<file path="src/bst_pkg.sv">
package bst_pkg;

    // tap controller states, sixteen of them
    typedef enum logic [3:0] {
        ST_RESET,
        ST_IDLE,
        ST_SEL_DR,
        ST_CAP_DR,
        ST_SHIFT_DR,
        ST_EXIT1_DR,
        ST_PAUSE_DR,
        ST_EXIT2_DR,
        ST_UPD_DR,
        ST_SEL_IR,
        ST_CAP_IR,
        ST_SHIFT_IR,
        ST_EXIT1_IR,
        ST_PAUSE_IR,
        ST_EXIT2_IR,
        ST_UPD_IR
    } bst_state_e;

    // scan lengths
    localparam int IR_W = 3;
    localparam int ID_W = 32;
    localparam int BSR_W = 109;
    localparam int TRI_CELL = 108;
    localparam int RST_CNT = 5;

    // instruction codes
    localparam logic [2:0] IR_EXTEST = 3'h0;
    localparam logic [2:0] IR_IDCODE = 3'h1;
    localparam logic [2:0] IR_SAMPLEZ = 3'h2;
    localparam logic [2:0] IR_PRELOAD = 3'h4;
    localparam logic [2:0] IR_BYPASS = 3'h7;
    localparam logic [2:0] IR_CAPTURE = 3'h1;

    // data register selection
    localparam logic [1:0] SEL_BSR = 2'h0;
    localparam logic [1:0] SEL_ID = 2'h1;
    localparam logic [1:0] SEL_BYP = 2'h2;

    // register map, byte addresses
    localparam logic [3:0] OFF_CTRL = 4'h0;
    localparam logic [3:0] OFF_STATUS = 4'h4;
    localparam logic [3:0] OFF_IDCODE = 4'h8;
    localparam int CTRL_RST_BIT = 0;
    localparam int STAT_STATE_LSB = 0;
    localparam int STAT_IR_LSB = 4;
    localparam int STAT_OE_BIT = 7;
    localparam int STAT_DRV_BIT = 8;

    // reset values
    localparam logic [31:0] RDATA_RST = 32'h0000_0000;
    localparam logic PIN_PULL = 1'b1;

endpackage : bst_pkg

</file>
<file path="src/bst_tap.sv">
`timescale 1ns/1ps
// Summary of operation
// - sample on clock rise, drive on fall
// - mode-select reads high when left open; here only its synchroniser is preset high at power-up, the pin has no pull-up
// - instruction picks register in serial path
// - shift in at msb, out at lsb
// - data out enabled only while shifting
// - five high mode-select rises reach reset
// - test reset leaves memory undisturbed
// - power-up reset, data out high impedance
// - exactly one register between in and out
// - three-bit instruction register, loaded serially
// - reset loads identification instruction
// - capture-instruction loads 01 into low bits
// - one-bit bypass register
// - bypass register captures low
// - boundary register covers every pin cell
// - capture pin ring, then shift it
// - test and sample instructions capture ring
// - state machine follows boundary-scan standard
// - identification code captured and shifted out
// - sample-z floats output bus until update
// - cell 108 gates output drivers under extest, preset high
// - three reserved codes, treated as bypass
module bst_tap #(
    parameter logic [31:0] ID_CODE = 32'h1234_5679 // value is arbitrary
) (
    input wire logic clk,
    input wire logic reset_n,
    input wire logic tck,
    input wire logic tms,
    input wire logic tdi,
    output logic tdo,
    output logic tdo_oe,
    input wire logic [bst_pkg::BSR_W-1:0] pin_ring,
    output logic [bst_pkg::BSR_W-1:0] bsr_drive,
    output logic extest_active,
    output logic q_drive_en,
    input wire logic [1:0] avs_address,
    input wire logic avs_read,
    input wire logic avs_write,
    input wire logic [31:0] avs_writedata,
    input wire logic [3:0] avs_byteenable,
    output logic [31:0] avs_readdata,
    output logic avs_waitrequest
);
    import bst_pkg::*;

    typedef struct packed {
        logic tck_s1;
        logic tck_s2;
        logic tck_d;
        logic tms_s1;
        logic tms_s2;
        logic tdi_s1;
        logic tdi_s2;
        logic [BSR_W-1:0] ring_s1;
        logic [BSR_W-1:0] ring_s2;
        bst_state_e state;
        logic [IR_W-1:0] ir;
        logic [IR_W-1:0] ir_sh;
        logic byp;
        logic [ID_W-1:0] id_sh;
        logic [BSR_W-1:0] bsr_sh; // one cell per ring pin
        logic [BSR_W-1:0] bsr_up;
        logic tdo;
        logic tdo_oe;
        logic ack;
        logic soft_rst;
        logic [31:0] rdata;
        logic [2:0] tms_cnt;
    } bst_regs_s;

    bst_regs_s s_r;
    bst_regs_s s_nxt;

    logic tck_rise;
    logic tck_fall;
    logic [1:0] dr_sel;
    logic [3:0] byte_addr;

    // edges come from the settled copies only, never from the first stage
    assign tck_rise = s_r.tck_s2 & ~s_r.tck_d;
    assign tck_fall = ~s_r.tck_s2 & s_r.tck_d;
    assign byte_addr = {avs_address, 2'b00};

    // data register chosen by the active instruction
    always_comb begin
        case (s_r.ir)
            IR_EXTEST, IR_SAMPLEZ, IR_PRELOAD: begin
                dr_sel = SEL_BSR;
            end
            IR_IDCODE: dr_sel = SEL_ID;
            default: dr_sel = SEL_BYP; // reserved codes fall to bypass
        endcase
    end

    // next controller state, decided by mode-select at each rise
    function automatic bst_state_e tap_next(bst_state_e st, logic m);
        bst_state_e r;
        r = st;
        case (st)
            ST_RESET: r = m ? ST_RESET : ST_IDLE;
            ST_IDLE: r = m ? ST_SEL_DR : ST_IDLE;
            ST_SEL_DR: r = m ? ST_SEL_IR : ST_CAP_DR;
            ST_CAP_DR: r = m ? ST_EXIT1_DR : ST_SHIFT_DR;
            ST_SHIFT_DR: r = m ? ST_EXIT1_DR : ST_SHIFT_DR;
            ST_EXIT1_DR: r = m ? ST_UPD_DR : ST_PAUSE_DR;
            ST_PAUSE_DR: r = m ? ST_EXIT2_DR : ST_PAUSE_DR;
            ST_EXIT2_DR: r = m ? ST_UPD_DR : ST_SHIFT_DR;
            ST_UPD_DR: r = m ? ST_SEL_DR : ST_IDLE;
            ST_SEL_IR: r = m ? ST_RESET : ST_CAP_IR;
            ST_CAP_IR: r = m ? ST_EXIT1_IR : ST_SHIFT_IR;
            ST_SHIFT_IR: r = m ? ST_EXIT1_IR : ST_SHIFT_IR;
            ST_EXIT1_IR: r = m ? ST_UPD_IR : ST_PAUSE_IR;
            ST_PAUSE_IR: r = m ? ST_EXIT2_IR : ST_PAUSE_IR;
            ST_EXIT2_IR: r = m ? ST_UPD_IR : ST_SHIFT_IR;
            ST_UPD_IR: r = m ? ST_SEL_DR : ST_IDLE;
            default: r = ST_RESET;
        endcase
        return r;
    endfunction : tap_next

    // whole next state of the block
    always_comb begin
        s_nxt = s_r;
        // two-stage synchronisers on the test clock, mode-select, data-in and pin ring; bus inputs and reset_n are used directly
        s_nxt.tck_s1 = tck;
        s_nxt.tck_s2 = s_r.tck_s1;
        s_nxt.tck_d = s_r.tck_s2;
        s_nxt.tms_s1 = tms;
        s_nxt.tms_s2 = s_r.tms_s1;
        s_nxt.tdi_s1 = tdi;
        s_nxt.tdi_s2 = s_r.tdi_s1;
        // ring sampled asynchronously: values in transition are not reliable
        s_nxt.ring_s1 = pin_ring;
        s_nxt.ring_s2 = s_r.ring_s1;
        s_nxt.ack = 1'b0;
        s_nxt.soft_rst = 1'b0;

        // bus: first cycle latches read data, second cycle completes
        if ((avs_read || avs_write) && !s_r.ack) begin
            s_nxt.ack = 1'b1;
            s_nxt.rdata = RDATA_RST;
            if (avs_read) begin
                case (byte_addr)
                    OFF_STATUS: begin
                        s_nxt.rdata[STAT_STATE_LSB +: 4] = s_r.state;
                        s_nxt.rdata[STAT_IR_LSB +: IR_W] = s_r.ir;
                        s_nxt.rdata[STAT_OE_BIT] = s_r.tdo_oe;
                        s_nxt.rdata[STAT_DRV_BIT] = q_drive_en;
                    end
                    OFF_IDCODE: s_nxt.rdata = ID_CODE;
                    default: s_nxt.rdata = RDATA_RST;
                endcase
            end
        end
        if (avs_write && s_r.ack && byte_addr == OFF_CTRL
                && avs_byteenable[0]) begin
            s_nxt.soft_rst = avs_writedata[CTRL_RST_BIT];
        end

        // rising edge: take inputs, advance the controller
        if (tck_rise) begin
            s_nxt.state = tap_next(s_r.state, s_r.tms_s2);
            if (s_r.tms_s2) begin
                if (s_r.tms_cnt != 3'(RST_CNT)) begin
                    s_nxt.tms_cnt = s_r.tms_cnt + 3'h1;
                end
            end else begin
                s_nxt.tms_cnt = 3'h0;
            end
            case (s_r.state)
                ST_CAP_IR: s_nxt.ir_sh = IR_CAPTURE;
                ST_SHIFT_IR: begin
                    s_nxt.ir_sh = {s_r.tdi_s2,
                        s_r.ir_sh[IR_W-1:1]};
                end
                ST_CAP_DR: begin
                    case (dr_sel)
                        SEL_BSR: s_nxt.bsr_sh = s_r.ring_s2;
                        SEL_ID: s_nxt.id_sh = ID_CODE;
                        default: s_nxt.byp = 1'b0;
                    endcase
                end
                ST_SHIFT_DR: begin
                    case (dr_sel)
                        SEL_BSR: begin
                            s_nxt.bsr_sh = {s_r.tdi_s2,
                                s_r.bsr_sh[BSR_W-1:1]};
                        end
                        SEL_ID: begin
                            s_nxt.id_sh = {s_r.tdi_s2,
                                s_r.id_sh[ID_W-1:1]};
                        end
                        default: s_nxt.byp = s_r.tdi_s2;
                    endcase
                end
                default: ;
            endcase
        end

        // falling edge: outputs and update latches change here, or in test reset below
        if (tck_fall) begin
            s_nxt.tdo_oe = (s_r.state == ST_SHIFT_IR)
                || (s_r.state == ST_SHIFT_DR);
            if (s_r.state == ST_SHIFT_IR) begin
                s_nxt.tdo = s_r.ir_sh[0];
            end else if (s_r.state == ST_SHIFT_DR) begin
                case (dr_sel)
                    SEL_BSR: s_nxt.tdo = s_r.bsr_sh[0];
                    SEL_ID: s_nxt.tdo = s_r.id_sh[0];
                    default: s_nxt.tdo = s_r.byp;
                endcase
            end
            if (s_r.state == ST_UPD_IR) begin
                s_nxt.ir = s_r.ir_sh; // ends sample-z float too
            end
            if (s_r.state == ST_UPD_DR && dr_sel == SEL_BSR) begin
                s_nxt.bsr_up = s_r.bsr_sh; // preload latch
            end
        end

        // test reset touches only test logic, never the memory path
        if (s_r.state == ST_RESET) begin
            s_nxt.ir = IR_IDCODE;
            s_nxt.bsr_up[TRI_CELL] = 1'b1;
            s_nxt.tdo_oe = 1'b0;
        end
        if (s_r.soft_rst) begin
            s_nxt.state = ST_RESET;
        end

        // power-up reset; mode-select and data-in synchronisers idle high
        if (!reset_n) begin
            s_nxt = '0;
            s_nxt.tms_s1 = PIN_PULL;
            s_nxt.tms_s2 = PIN_PULL;
            s_nxt.tdi_s1 = PIN_PULL;
            s_nxt.tdi_s2 = PIN_PULL;
            s_nxt.state = ST_RESET;
            s_nxt.ir = IR_IDCODE;
            s_nxt.bsr_up[TRI_CELL] = 1'b1;
            s_nxt.tdo_oe = 1'b0;
        end
    end

    // single state register
    always_ff @(posedge clk) begin
        s_r <= s_nxt;
    end

    // outputs; drivers float only under sample-z or extest with cell low
    assign tdo = s_r.tdo;
    assign tdo_oe = s_r.tdo_oe;
    assign bsr_drive = s_r.bsr_up;
    assign extest_active = (s_r.ir == IR_EXTEST);
    always_comb begin
        case (s_r.ir)
            IR_EXTEST: q_drive_en = s_r.bsr_up[TRI_CELL];
            IR_SAMPLEZ: q_drive_en = 1'b0;
            default: q_drive_en = 1'b1;
        endcase
    end
    assign avs_readdata = s_r.rdata;
    assign avs_waitrequest = (avs_read || avs_write) && !s_r.ack;
endmodule : bst_tap

</file>
<file path="config.mk">
export PLATFORM = sky130hd
export DESIGN_NAME = bst_tap
export DESIGN_NICKNAME = d
export VERILOG_FILES = /design/src/bst_pkg.sv /design/src/bst_tap.sv
export SDC_FILE = /design/constraint.sdc
export NUM_CORES = 1
export LEC_CHECK = 0
export ABC_AREA = 1
export ABC_CLOCK_PERIOD_IN_PS = 2700
export BUFFER_PORTS_ARGS = -buffer_cell sky130_fd_sc_hd__clkbuf_2
export CORE_MARGIN = 2
export CORE_UTILIZATION = 30
export DETAILED_ROUTE_END_ITERATION = 12
export HOLD_SLACK_MARGIN = 0.1
export PLACE_DENSITY = 0.46
export SLEW_MARGIN = 20
export SYNTH_ARGS = -nofsm -noshare
export SYNTH_HDL_FRONTEND = slang
export SYNTH_SLANG_ARGS = --single-unit
</file>
<file path="constraint.sdc">
create_clock -name clk -period 2.7 [get_ports clk]
set_input_delay 0.135 -clock clk [delete_from_list [all_inputs] [get_ports clk]]
set_output_delay 0.135 -clock clk [all_outputs]
set_load 0.01 [all_outputs]
</file>
==> Word level (Yosys, flattened, before mapping) <==
Cells that the tools add are included.
{ "classes": {"eq_ne": 27, "n_bitwise": 5, "n_mux": 30, "n_reduce_logical": 30} }
{ "ops": {"columns": ["cell", "count"], "rows": [
  ["$pmux 142 s2", 1],
  ["$mux 109", 2],
  ["$mux 32", 2],
  ["$pmux 4 s12", 1],
  ["$eq 4x4->1 const B", 8],
  ["$mux 29", 1],
  ["$mux 20", 1],
  ["$pmux 9 s2", 1],
  ["$eq 4x3->1 const B", 4],
  ["$mux 4", 4],
  ["$reduce_and 4->1", 3],
  ["$reduce_and 2->1", 5],
  ["$reduce_or 2->1", 5],
  ["$eq 4x2->1 const B", 2],
  ["$logic_not 4->1", 2],
  ["$mux 1", 8],
  ["$ne 2x2->1 const B", 4],
  ["$mux 2", 3],
  ["$mux 3", 2],
  ["$pmux 3 s2", 1],
  ["$reduce_bool 2->1", 3],
  ["$reduce_or 3->1", 2],
  ["$logic_and 1x1->1", 5],
  ["$eq 2x1->1 const B", 2],
  ["other kinds (14)", 20]
]} }
{ "totals": {"ff_bits": 522, "elab_cells": 114, "inputBits": 154} }

==> Depth between registers and ports, before layout <==
Gate-level depths: netlist of the first run.
{ "depth": {"ltp_word": 7, "mapped_depth": 10} }

==> Worst setup path before layout of the first run <==
Ideal clock, no wire load.
{ "synth_path": {"path_type": "register -> register", "from": "register s_r[298] (netlist bit)", "to": "register s_r[245] (netlist bit)", "t_arrival_ns": 1.455, "setup_ns": 0.119, "path_stages_with_launch": 11, "setup_slack_ns": 1.125, "period_less_slack_ns": 1.575, "cell_sequence": "dfxtp_1 buf_4 inv_2 nor2_4 nand2_4 a21oi_4 nand2_1 buf_4 clkbuf_1 o21ai_0 a21oi_1"} }
{ "synth_between": {"elab_chain_cells": 3, "word_cells_on_any_way": 7, "cone_classes": "eq/ne: 4; mux: 1; reduce/logical: 2"} }
{ "synth_lines": {"columns": ["item", "line_no", "text"], "rows": [
  ["start, declared", "bst_tap.sv:74", "bst_regs_s s_r;"],
  ["start signal, assigned", "bst_tap.sv:250", "s_r <= s_nxt;"],
  ["$eq 4x2->1 / $eq 4x3->1 (equally long branches)", "bst_tap.sv:173", "case (s_r.state)"],
  ["$ne 2x2->1 (no source line) (tied with other cells)", null, null],
  ["$reduce_and 4->1 (no source line)", null, null]
]} }
Several ways; a longest one is shown, not always the timed one.
A chain may end at the register's enable or synchronous reset.

==> Worst setup path in the final report of the first run <==
{ "layout_path": {"from": "register s_r[296] (netlist bit)", "to": "register s_r[256] (netlist bit)"} }
Same word-level chain as after synthesis.

==> results of run 1 <==
-- sequential cells by signal, indices dropped and copies added (netlist names) --
| register | cells |
|---|---|
| avs_readdata | 10 |
| s_r | 379 |
| tdo_oe | 1 |
| bsr_drive | 109 |
| tdo | 1 |
-- cells in the final DEF, fill, tap and decap left out, types with 4 or more instances in the layout --
| cell | Yosys | layout |
|---|---|---|
| sky130_fd_sc_hd__a21oi_1 | 258 | 258 |
| sky130_fd_sc_hd__inv_1 | 355 | 355 |
| sky130_fd_sc_hd__clkbuf_2 | 0 | 250 |
| sky130_fd_sc_hd__nand2_1 | 407 | 406 |
| sky130_fd_sc_hd__nor2_1 | 26 | 26 |
| sky130_fd_sc_hd__inv_6 | 0 | 4 |
| sky130_fd_sc_hd__clkbuf_1 | 86 | 13 |
| sky130_fd_sc_hd__conb_1 | 1 | 14 |
| sky130_fd_sc_hd__clkbuf_8 | 0 | 16 |
| sky130_fd_sc_hd__dfxtp_1 | 500 | 500 |
| sky130_fd_sc_hd__or2_2 | 5 | 5 |
| sky130_fd_sc_hd__nand3_1 | 36 | 36 |
| sky130_fd_sc_hd__buf_12 | 0 | 10 |
| sky130_fd_sc_hd__dlygate4sd3_1 | 0 | 127 |
| sky130_fd_sc_hd__nor3_1 | 16 | 16 |
| sky130_fd_sc_hd__bufinv_16 | 0 | 4 |
| sky130_fd_sc_hd__buf_4 | 150 | 12 |
| sky130_fd_sc_hd__o21ai_0 | 351 | 351 |
| sky130_fd_sc_hd__clkinv_2 | 0 | 6 |
| sky130_fd_sc_hd__clkbuf_16 | 0 | 56 |
-- report_power, final --
group,internal (mW),switching (mW),total [mW]
Combinational,0.299,0.323,0.621
Clock,4.62,3.01,7.63
Sequential,7.54,0.0438,7.58
Total,12.5,3.37,15.8
-- cell type report --
class	instances	area, um2	share of cell area
flip-flops and latches	500	10010	0.4491
multi-input cells	1136	5238	0.2350
repair buffers	400	2828	0.1269
clock buffers	85	1670	0.07494
inverters	361	1360	0.06102
well taps	782	978.4	0.04390
clock inverters	15	200.2	0.008982
diodes	2	5.005	0.0002245
-- through the flow --
stage	area (um2)	std cells	worst slack [ps]	hold slack, ps
after floorplan	18280	2275	1125	232.6
after global placement	19140	3052	216.3	318.3
after detailed placement	19140	3052	281.7	319.1
after CTS	22280	3279	261.6	207.3
after global routing	22280	3279	53.11	234.2
final	22290	3281	296.2	248.5
-- worst reg2reg max path, cell delays in order (launching register included) --
cell and delay, ps:
sky130_fd_sc_hd__dfxtp_1 540, sky130_fd_sc_hd__nor2_4 130, sky130_fd_sc_hd__nand2_8 110, sky130_fd_sc_hd__buf_4 390
sky130_fd_sc_hd__clkinv_1 600, sky130_fd_sc_hd__nand2_1 230, sky130_fd_sc_hd__nand2_1 70, sky130_fd_sc_hd__o21ai_0 160
sky130_fd_sc_hd__a21oi_1 50
-- metal layers --
metal	wire [um]	part of all wire	global-route usage
met5	63	0.0015	0
met4	1153	0.028	0.04414
met3	2079	0.050	0.03284
met2	18420	0.44	0.2087
met1	20100	0.48	0.1731
-- cells by family (layout without fill, tap and decap cells) --
kind of cell,after synthesis,after routing,share of synthesized area
buffers and inverters,639,861,0.1672
AOI/OAI and AO/OA,620,620,0.1717
DFF,500,500,0.5490
and+or+nand+nor,499,499,0.1097
adders and majority gates,3,3,0.002059
other,1,16,0.0002057
-- cells in the mapped netlist (2+ instances only) --
cell type and instances:
sky130_fd_sc_hd__nor3_1 16, sky130_fd_sc_hd__or2_2 5, sky130_fd_sc_hd__buf_1 2, sky130_fd_sc_hd__clkinv_1 2, sky130_fd_sc_hd__nor2_1 26, sky130_fd_sc_hd__buf_4 150, sky130_fd_sc_hd__o21ai_1 3, sky130_fd_sc_hd__a21oi_1 258
sky130_fd_sc_hd__a31oi_1 2, sky130_fd_sc_hd__nand3_1 36, sky130_fd_sc_hd__inv_2 4, sky130_fd_sc_hd__buf_6 6, sky130_fd_sc_hd__nor2_4 3, sky130_fd_sc_hd__ha_1 3, sky130_fd_sc_hd__nand2_1 407, sky130_fd_sc_hd__buf_2 34
sky130_fd_sc_hd__dfxtp_1 500, sky130_fd_sc_hd__inv_1 355, sky130_fd_sc_hd__o211ai_1 2, sky130_fd_sc_hd__o21ai_0 351, sky130_fd_sc_hd__clkbuf_1 86
-- final timing paths --
check	start	to	slack, ps
min	pin_ring[15]	s_r[424]$_SDFF_PN0_	250
max	s_r[296]$_SDFFE_PP0P_	s_r[256]$_SDFFE_PN0P_	300
max reg2reg	s_r[296]$_SDFFE_PP0P_	s_r[256]$_SDFFE_PN0P_	300
min reg2reg	s_r[422]$_SDFF_PN0_	s_r[313]$_SDFF_PN0_	410
-- repair_timing --
| item | 4_1_cts | 5_1_grt |
|---|---|---|
| hold endpoints to repair | 136 | 0 |
| hold buffers | 127 | 0 |
| setup endpoints to repair | 0 | 0 |
| gates resized for setup | 0 | 0 |
==> impl_metrics.json, run 1 <==
{
  "grtUsageTotal": 0.1311,
  "count_of_warnings_emitted_by_yosys": 0,
  "timing.slew.headroom": 0.4586,
  "r2r.worst_path.cells": 8,
  "postSynthCellCount": 2262,
  "average_routed_wire_per_standard_cell_um": 12.75,
  "clock_sink_count": 500,
  "grt-ovfl-total": 0,
  "design.die.area_um2": 62760,
  "die_x_um": 250.5,
  "worst_setup_hold_path_clk_slew_ps": 60,
  "synthesis_to_finish_area_growth_pct": 22.26,
  "netlist_top_cells_area": "sky130_fd_sc_hd__dfxtp_1 55%, sky130_fd_sc_hd__o21ai_0 9.6%, sky130_fd_sc_hd__nand2_1 8.4%",
  "max_stage_delay_ps": 580,
  "power.ir.vdd_worst_uv": 427.1,
  "post_synth_num_cell_types": 32,
  "dp_hpwl_mm": 26.19,
  "first_pass_iters": 6,
  "yosysTopAreaCellShare": 0.5490,
  "drt_wl_total_mm": 41.82,
  "final_max_slew_viol_count": 0,
  "timing_worst_setup_path_type": "reg -> reg",
  "required_ps": 3180,
  "grt_pass1_wl_mm": 67.65,
  "post_synth_edffs": 0,
  "drt_first_iter_violations": 772,
  "cp-end-kind": "flop",
  "first_global_vias": 12959,
  "synth_top_cell_by_area": "sky130_fd_sc_hd__dfxtp_1",
  "maxClockFrequency_mhz": 416.0,
  "tightestPinTransition_ps": 812.1,
  "postCtsSetupBuffers": 0,
  "critPathArrivalTime_ps": 2880,
  "hold_depth": 4,
  "max-clock-path-buffers": 3,
  "synth_seq_cells": 500,
  "die_y_extent_um": 250.5,
  "nFillCells": 6242,
  "p_total_mw": 15.84,
  "routabilityCongestion": 0.7981,
  "grt_max_degree": 181,
  "route.detailed.drc": 0,
  "final-setup-viol-count": 0,
  "worst-path-stages": 8,
  "fin_util": 0.3700,
  "starting_density_of_the_core": 0.3026,
  "ios": 300,
  "async_flop_share": 0,
  "nNetsFinal": 2611,
  "power_density_nw_per_um2": 710.5,
  "finalClockSkew_ps": 17.75,
  "number_of_nets_with_antenna_violations_after_detailed_routing": 0,
  "crit_chain": "nor2_4, nand2_8, buf_4, clkinv_1, nand2_1, nand2_1, o21ai_0, a21oi_1",
  "row_count": 90,
  "cts.root.buffer_cell": "sky130_fd_sc_hd__clkbuf_16",
  "number_of_buffers_added_by_the_clock_tree_synthesis_step": 55,
  "run_status": "finished, final reports clean",
  "synth_sequential_area_ratio": 0.5490,
  "worstPathMaxFanout": 47,
  "clk_latency_ps": 600,
  "synthFlopType": "sky130_fd_sc_hd__dfxtp_1",
  "tritoncts": "yes",
  "final.min_clock_period_ps": 2404,
  "synthesis.area_um2": 18230,
  "setup-tns-final_ps": 0,
  "grt_setup_unrepaired": "false",
  "cts.htree.levels": 2,
  "cp.buffers_inverters": 2,
  "hold_viol": 0,
  "number_of_antenna_violations_at_the_first_check_in_global_routing": 8,
  "via_per_inst": 4.238,
  "path_common_cell": "sky130_fd_sc_hd__nand2_1",
  "via_count": 13906,
  "drive_above_1_share": 0.1514,
  "hold_path.class": "in -> reg",
  "mean_cell_area_of_the_mapped_netlist_um2": 8.060,
  "maxCapViolations": 0,
  "final_min_period_over_clock_period": 0.8903,
  "kind_of_start_point_of_the_critical_path": "flop",
  "coreArea_um2": 60250,
  "cpLargestDelayFamily": "buffers and inverters",
  "total_leakage_power_nw": 10.55,
  "place.port_buffers": 251,
  "slowest_stage": "sky130_fd_sc_hd__clkinv_1"
}
No activity file was read; power rests on OpenSTA's default activity.
==> run 2, diff against run 1 <==
ABC_CLOCK_PERIOD_IN_PS = 1900   (was 2700)
CORE_MARGIN = 10   (was 2)
PLACE_DENSITY = 0.48   (was 0.46)
clock period = 1.9 ns   (was 2.7 ns; I/O delays follow)
==> run 2 against run 1 <==
  * Worst setup slack worse by 180 ps
  * Clock skew is 1.9 ps higher
  * Critical path type unchanged
  * Clock-buffer cell count is 3 lower
  * Hold slack worse by 32 ps
  * First-iteration DRC count is 25% higher
  * Critical path depth stayed put
  * Sequential power is 42% higher
  * Core utilization is 0.75 points higher
  * Clock power is 40% higher
  * Non-clock buffer count is 44 higher
==> impl_metrics.json, run 2 (synthesis results as in run 1) <==
{
  "drt_wl_total_mm": 44.97,
  "design.die.area_um2": 71030,
  "critPathArrivalTime_ps": 2270,
  "clock_sink_count": 500,
  "stdcell_area_um2": 22740,
  "cts.htree.levels": 2,
  "die_x_um": 266.5,
  "max_stage_delay_ps": 410,
  "final-setup-viol-count": 0,
  "starting_density_of_the_core": 0.3026,
  "worstPathMaxFanout": 73,
  "routabilityCongestion": 0.8084,
  "mostFrequentLayoutCell": "sky130_fd_sc_hd__dfxtp_1",
  "hold_path.class": "in -> reg",
  "maxCapViolations": 0,
  "cp-end-kind": "flop",
  "post_placement_cell_area_um2": 19280,
  "synthesis_to_finish_area_growth_pct": 24.74,
  "worst_setup_hold_path_clk_slew_ps": 60,
  "final_min_period_over_clock_period": 0.9380,
  "power_density_nw_per_um2": 986.0,
  "via_per_inst": 4.268,
  "max-clock-path-buffers": 3,
  "run_status": "finished, final reports clean",
  "p_total_mw": 22.42,
  "row_count": 90,
  "grt_max_degree": 206,
  "maxClockFrequency_mhz": 561.1,
  "first_pass_iters": 4,
  "multiInputGateArea_um2": 5238,
  "cpLargestDelayFamily": "compound AO/OA/AOI/OAI gates",
  "grt-ovfl-total": 0,
  "average_routed_wire_per_standard_cell_um": 13.52,
  "hold_viol": 0,
  "dp_hpwl_mm": 28.72,
  "number_of_nets_with_antenna_violations_after_detailed_routing": 0,
  "total_leakage_power_nw": 10.71,
  "final_max_slew_viol_count": 0,
  "via_count": 14190,
  "power.ir.vdd_worst_uv": 632.4,
  "slowest_stage": "sky130_fd_sc_hd__dfxtp_2",
  "timing.slew.headroom": 0.4028,
  "final.min_clock_period_ps": 1782,
  "finalClockSkew_ps": 19.66,
  "first_global_vias": 13774,
  "setup-tns-final_ps": 0,
  "final_cell_mix": "496 x sky130_fd_sc_hd__dfxtp_1, 406 x sky130_fd_sc_hd__nand2_1, 354 x sky130_fd_sc_hd__inv_1",
  "nNetsFinal": 2655,
  "grt_setup_unrepaired": "false",
  "route.detailed.drc": 0,
  "cp.buffers_inverters": 2,
  "clk_latency_ps": 610,
  "grt_pass1_wl_mm": 72.00,
  "die_y_extent_um": 266.5,
  "cts.root.buffer_cell": "sky130_fd_sc_hd__clkbuf_16",
  "drt_first_iter_violations": 967,
  "ios": 300,
  "crit_chain": "inv_2, nor2_4, nand2_8, a21oi_4, nand2_4, buf_12, o21ai_0, a21oi_1",
  "required_ps": 2380,
  "fin_worst_hold_slack_ps": 216.8,
  "grtUsageTotal": 0.1217,
  "seqCellArea_um2": 10010,
  "largest_reg_flops": 379,
  "coreArea_um2": 60250,
  "number_of_antenna_violations_at_the_first_check_in_global_routing": 1,
  "tritoncts": "yes",
  "timing_worst_setup_path_type": "reg -> reg",
  "number_of_buffers_added_by_the_clock_tree_synthesis_step": 55,
  "place.port_buffers": 251,
  "top_register": "s_r",
  "postCtsSetupBuffers": 0,
  "nFillCells": 6140,
  "tightestPinTransition_ps": 895.8,
  "drive_above_1_share": 0.1562,
  "kind_of_start_point_of_the_critical_path": "flop"
}
[run 2: cell count changes in the layout (fill, tap and decap cells not counted), sizes merged]
cell / change
bufinv: -1
buf: +13
clkbuf: -2
clkinvlp: +1
clkinv: +3
dlygate4sd3: +30
[run 2: report_power, final]
part | internal (mW) | switching [mW] | total (mW)
logic | 0.471 | 0.475 | 0.946
clock network | 6.31 | 4.39 | 10.7
registers | 10.7 | 0.0644 | 10.8
total | 17.5 | 4.92 | 22.4
[run 2: final cells by class]
type / instances / area share
Sequential cell: 500 / 0.4404
Multi-Input combinational cell: 1136 / 0.2303
Timing Repair Buffer: 444 / 0.1452
Clock buffer: 82 / 0.07114
Inverter: 361 / 0.05980
Tap cell: 782 / 0.04302
Clock inverter: 18 / 0.009903
Antenna cell: 2 / 0.0002201
[run 2: per-stage QoR]
step	setup slack, ps	utilization	std cells
after detailed placement	43.29	0.3200	3065
after CTS	27.45	0.3767	3322
after floorplan	325.3	-	2275
after global routing	4.861	0.3774	3323
final	117.8	0.3775	3325
after global placement	68.61	0.3200	3065
[run 2: worst paths after layout]
path / start / depth (start not counted) / to / slack [ps]
max: s_r[298]$_SDFFE_PP0P_ / 8 / s_r[199]$_SDFFE_PN0P_ / 120
min: pin_ring[52] / 4 / s_r[461]$_SDFF_PN0_ / 220
max reg2reg: s_r[298]$_SDFFE_PP0P_ / 8 / s_r[199]$_SDFFE_PN0P_ / 120
min reg2reg: s_r[411]$_SDFF_PN0_ / 2 / s_r[302]$_SDFF_PN0_ / 410
[run 2: worst reg2reg max path: cells and delay by family (launching register included)]
family	cells	cell delay (ps)
compound gates	3	510
buf+inv	2	300
flops	1	410
simple gates	3	440
[run 2: layer usage]
metal | routed length (um) | track usage | up-vias | share of wire
li1 | - | - | 7386 | -
met1 | 21380 | 0.1580 | 6464 | 0.48
met2 | 20280 | 0.1969 | 264 | 0.45
met3 | 2322 | 0.02963 | 74 | 0.052
met4 | 969 | 0.03639 | 2 | 0.022
met5 | 13 | 0 | - | 0.00029
[run 2: what timing repair did]
action | 4_1_cts | 5_1_grt
gates resized for setup | 0 | 25
endpoints found under the setup margin | 0 | 164
endpoints found under the hold margin | 250 | 0
hold buffers | 157 | 0
==> run 3, diff against run 2 <==
CORE_UTILIZATION = 50   (was 30)
PLACE_DENSITY = 0.73   (was 0.48)
==> run 3 against run 2 <==
  * Clock-buffer cell count fell by 6
  * Critical path depth stayed put
  * First-iteration DRC count down 11%
  * Largest cell class unchanged
  * Via count grew 0.29%
  * Wire length fell by 6.7%
  * Critical path type unchanged
  * Sequential cell count did not move
  * Non-clock buffer count shrank 19
  * Global-route usage increased by 6.2 points
  * Final area shrank 3.0%
==> impl_metrics.json, run 3 (synthesis results as in run 1) <==
{
  "power_density_nw_per_um2": 997.0,
  "grt_pass1_wl_mm": 68.05,
  "drt_wl_total_mm": 41.97,
  "first_pass_iters": 5,
  "clk_latency_ps": 570,
  "switching_share": 0.2048,
  "hold_path.class": "in -> reg",
  "drt_first_iter_violations": 865,
  "die_x_um": 211.0,
  "dp_cells": 2750,
  "final_min_period_over_clock_period": 0.9720,
  "cp-end-kind": "flop",
  "grt_max_degree": 172,
  "timing.slew.headroom": 0.5349,
  "average_routed_wire_per_standard_cell_um": 14.08,
  "grt-ovfl-total": 0,
  "fin_worst_hold_slack_ps": 243.7,
  "final_cell_mix": "499 x sky130_fd_sc_hd__dfxtp_1, 406 x sky130_fd_sc_hd__nand2_1, 355 x sky130_fd_sc_hd__inv_1",
  "critPathArrivalTime_ps": 2290,
  "place.port_buffers": 251,
  "power.clock.fraction": 0.469,
  "top_register": "s_r",
  "cts.htree.levels": 2,
  "via_per_inst": 4.776,
  "kind_of_start_point_of_the_critical_path": "flop",
  "first_global_vias": 13633,
  "power.net_switching_mw": 4.505,
  "share_seq_of_total_power": 0.490,
  "max-clock-path-buffers": 3,
  "largest_reg_flops": 379,
  "tightestPinTransition_ps": 697.6,
  "clock_sink_count": 500,
  "starting_density_of_the_core": 0.5101,
  "number_of_standard_cells_in_the_layout_taps_in_and_fillers_out": 2980,
  "final.min_clock_period_ps": 1847,
  "maxCapViolations": 0,
  "mostFrequentLayoutCell": "sky130_fd_sc_hd__dfxtp_1",
  "grt_setup_unrepaired": "true",
  "design.die.area_um2": 44500,
  "tritoncts": "yes",
  "power.ir.vdd_worst_uv": 658.0,
  "synthesis_to_finish_area_growth_pct": 21.03,
  "grtUsageTotal": 0.1839,
  "maxClockFrequency_mhz": 541.5,
  "number_of_nets_with_antenna_violations_after_detailed_routing": 0,
  "die_y_extent_um": 211.0,
  "power_frac_comb": 0.041,
  "required_ps": 2340,
  "setup-tns-final_ps": 0,
  "timing_worst_setup_path_type": "reg -> reg",
  "final_max_slew_viol_count": 0,
  "run_status": "finished, final reports clean",
  "route.detailed.drc": 0,
  "hold_viol": 0,
  "row_count": 69,
  "routabilityCongestion": 0.8726,
  "dp_hpwl_mm": 26.19,
  "total_leakage_power_nw": 10.64,
  "via_count": 14231,
  "cts.root.buffer_cell": "sky130_fd_sc_hd__clkbuf_16",
  "finalClockSkew_ps": 16.32,
  "coreArea_um2": 35740,
  "number_of_buffers_added_by_the_clock_tree_synthesis_step": 51,
  "nNetsFinal": 2632,
  "number_of_antenna_violations_at_the_first_check_in_global_routing": 6,
  "final-setup-viol-count": 0,
  "p_int_mw": 17.49,
  "worst_setup_hold_path_clk_slew_ps": 60,
  "ios": 300,
  "worstPathMaxFanout": 116,
  "drive_above_1_share": 0.1559
}
## run 3: power by group through the flow
stage	registers, mW	logic, mW	clock network [mW]
after floorplan	11.0	0.461	0
after global placement	11.0	0.652	0
after detailed placement	11.0	0.664	0
after CTS	10.8	0.883	10.5
after global routing	10.8	1.02	11.0
final	10.8	0.904	10.3
## run 3: final cells by class
class / count / area (um2)
Fill cell: 2970 / 13680
Multi-Input combinational cell: 1136 / 5243
Inverter: 361 / 1360
Clock inverter: 16 / 241.5
Sequential cell: 500 / 10010
Clock buffer: 76 / 1523
Timing Repair Buffer: 425 / 3098
Antenna cell: 5 / 12.51
Tap cell: 461 / 576.8
## run 3: worst max-delay path, cell delays in order, from the launching register on
cell,delay [ps]
sky130_fd_sc_hd__dfxtp_1,340
sky130_fd_sc_hd__buf_4,190
sky130_fd_sc_hd__nor2_4,140
sky130_fd_sc_hd__nand2_2,100
sky130_fd_sc_hd__a21oi_4,230
sky130_fd_sc_hd__nand2_4,100
sky130_fd_sc_hd__buf_12,200
sky130_fd_sc_hd__o21ai_0,260
sky130_fd_sc_hd__a21oi_1,60
## run 3: final timing paths
path | endpoint | startpoint | slack, ps | cells after the start
worst min register to register | s_r[367]$_SDFF_PN0_ | s_r[476]$_SDFF_PN0_ | 410 | 2
worst min-delay path | s_r[447]$_SDFF_PN0_ | pin_ring[38] | 240 | 4
worst max-delay path | s_r[199]$_SDFFE_PN0P_ | s_r[298]$_SDFFE_PP0P_ | 50 | 8
worst max register to register | s_r[199]$_SDFFE_PN0P_ | s_r[298]$_SDFFE_PP0P_ | 50 | 8
## run 3: per-layer routing
metal / global-route usage / share of wire / vias up
met2: 0.2976 / 0.47 / 372
met1: 0.2202 / 0.43 / 6410
met3: 0.04421 / 0.055 / 112
met5: 0 / 0.00064 / -
li1: - / - / 7333
met4: 0.1066 / 0.045 / 4
## run 3: timing repair
action                                  CTS  global route
hold buffers                            132             0
endpoints found under the setup margin    0           120
endpoints found under the hold margin   159             0
resized for setup                         0            14
buffers inserted                          0             1
## run 3: through the flow
stage	setup slack [ps]	power [mW]	util	area (um2)
2_1_floorplan	325.3	11.45	-	18280
3_3_place_gp	127.7	11.66	0.5301	18950
3_5_place_dp	96.79	11.67	0.5301	18950
4_1_cts	21.97	22.21	0.6164	22030
5_1_grt	-10.80	22.83	0.6172	22060
6_report	53.27	22.00	0.6173	22060
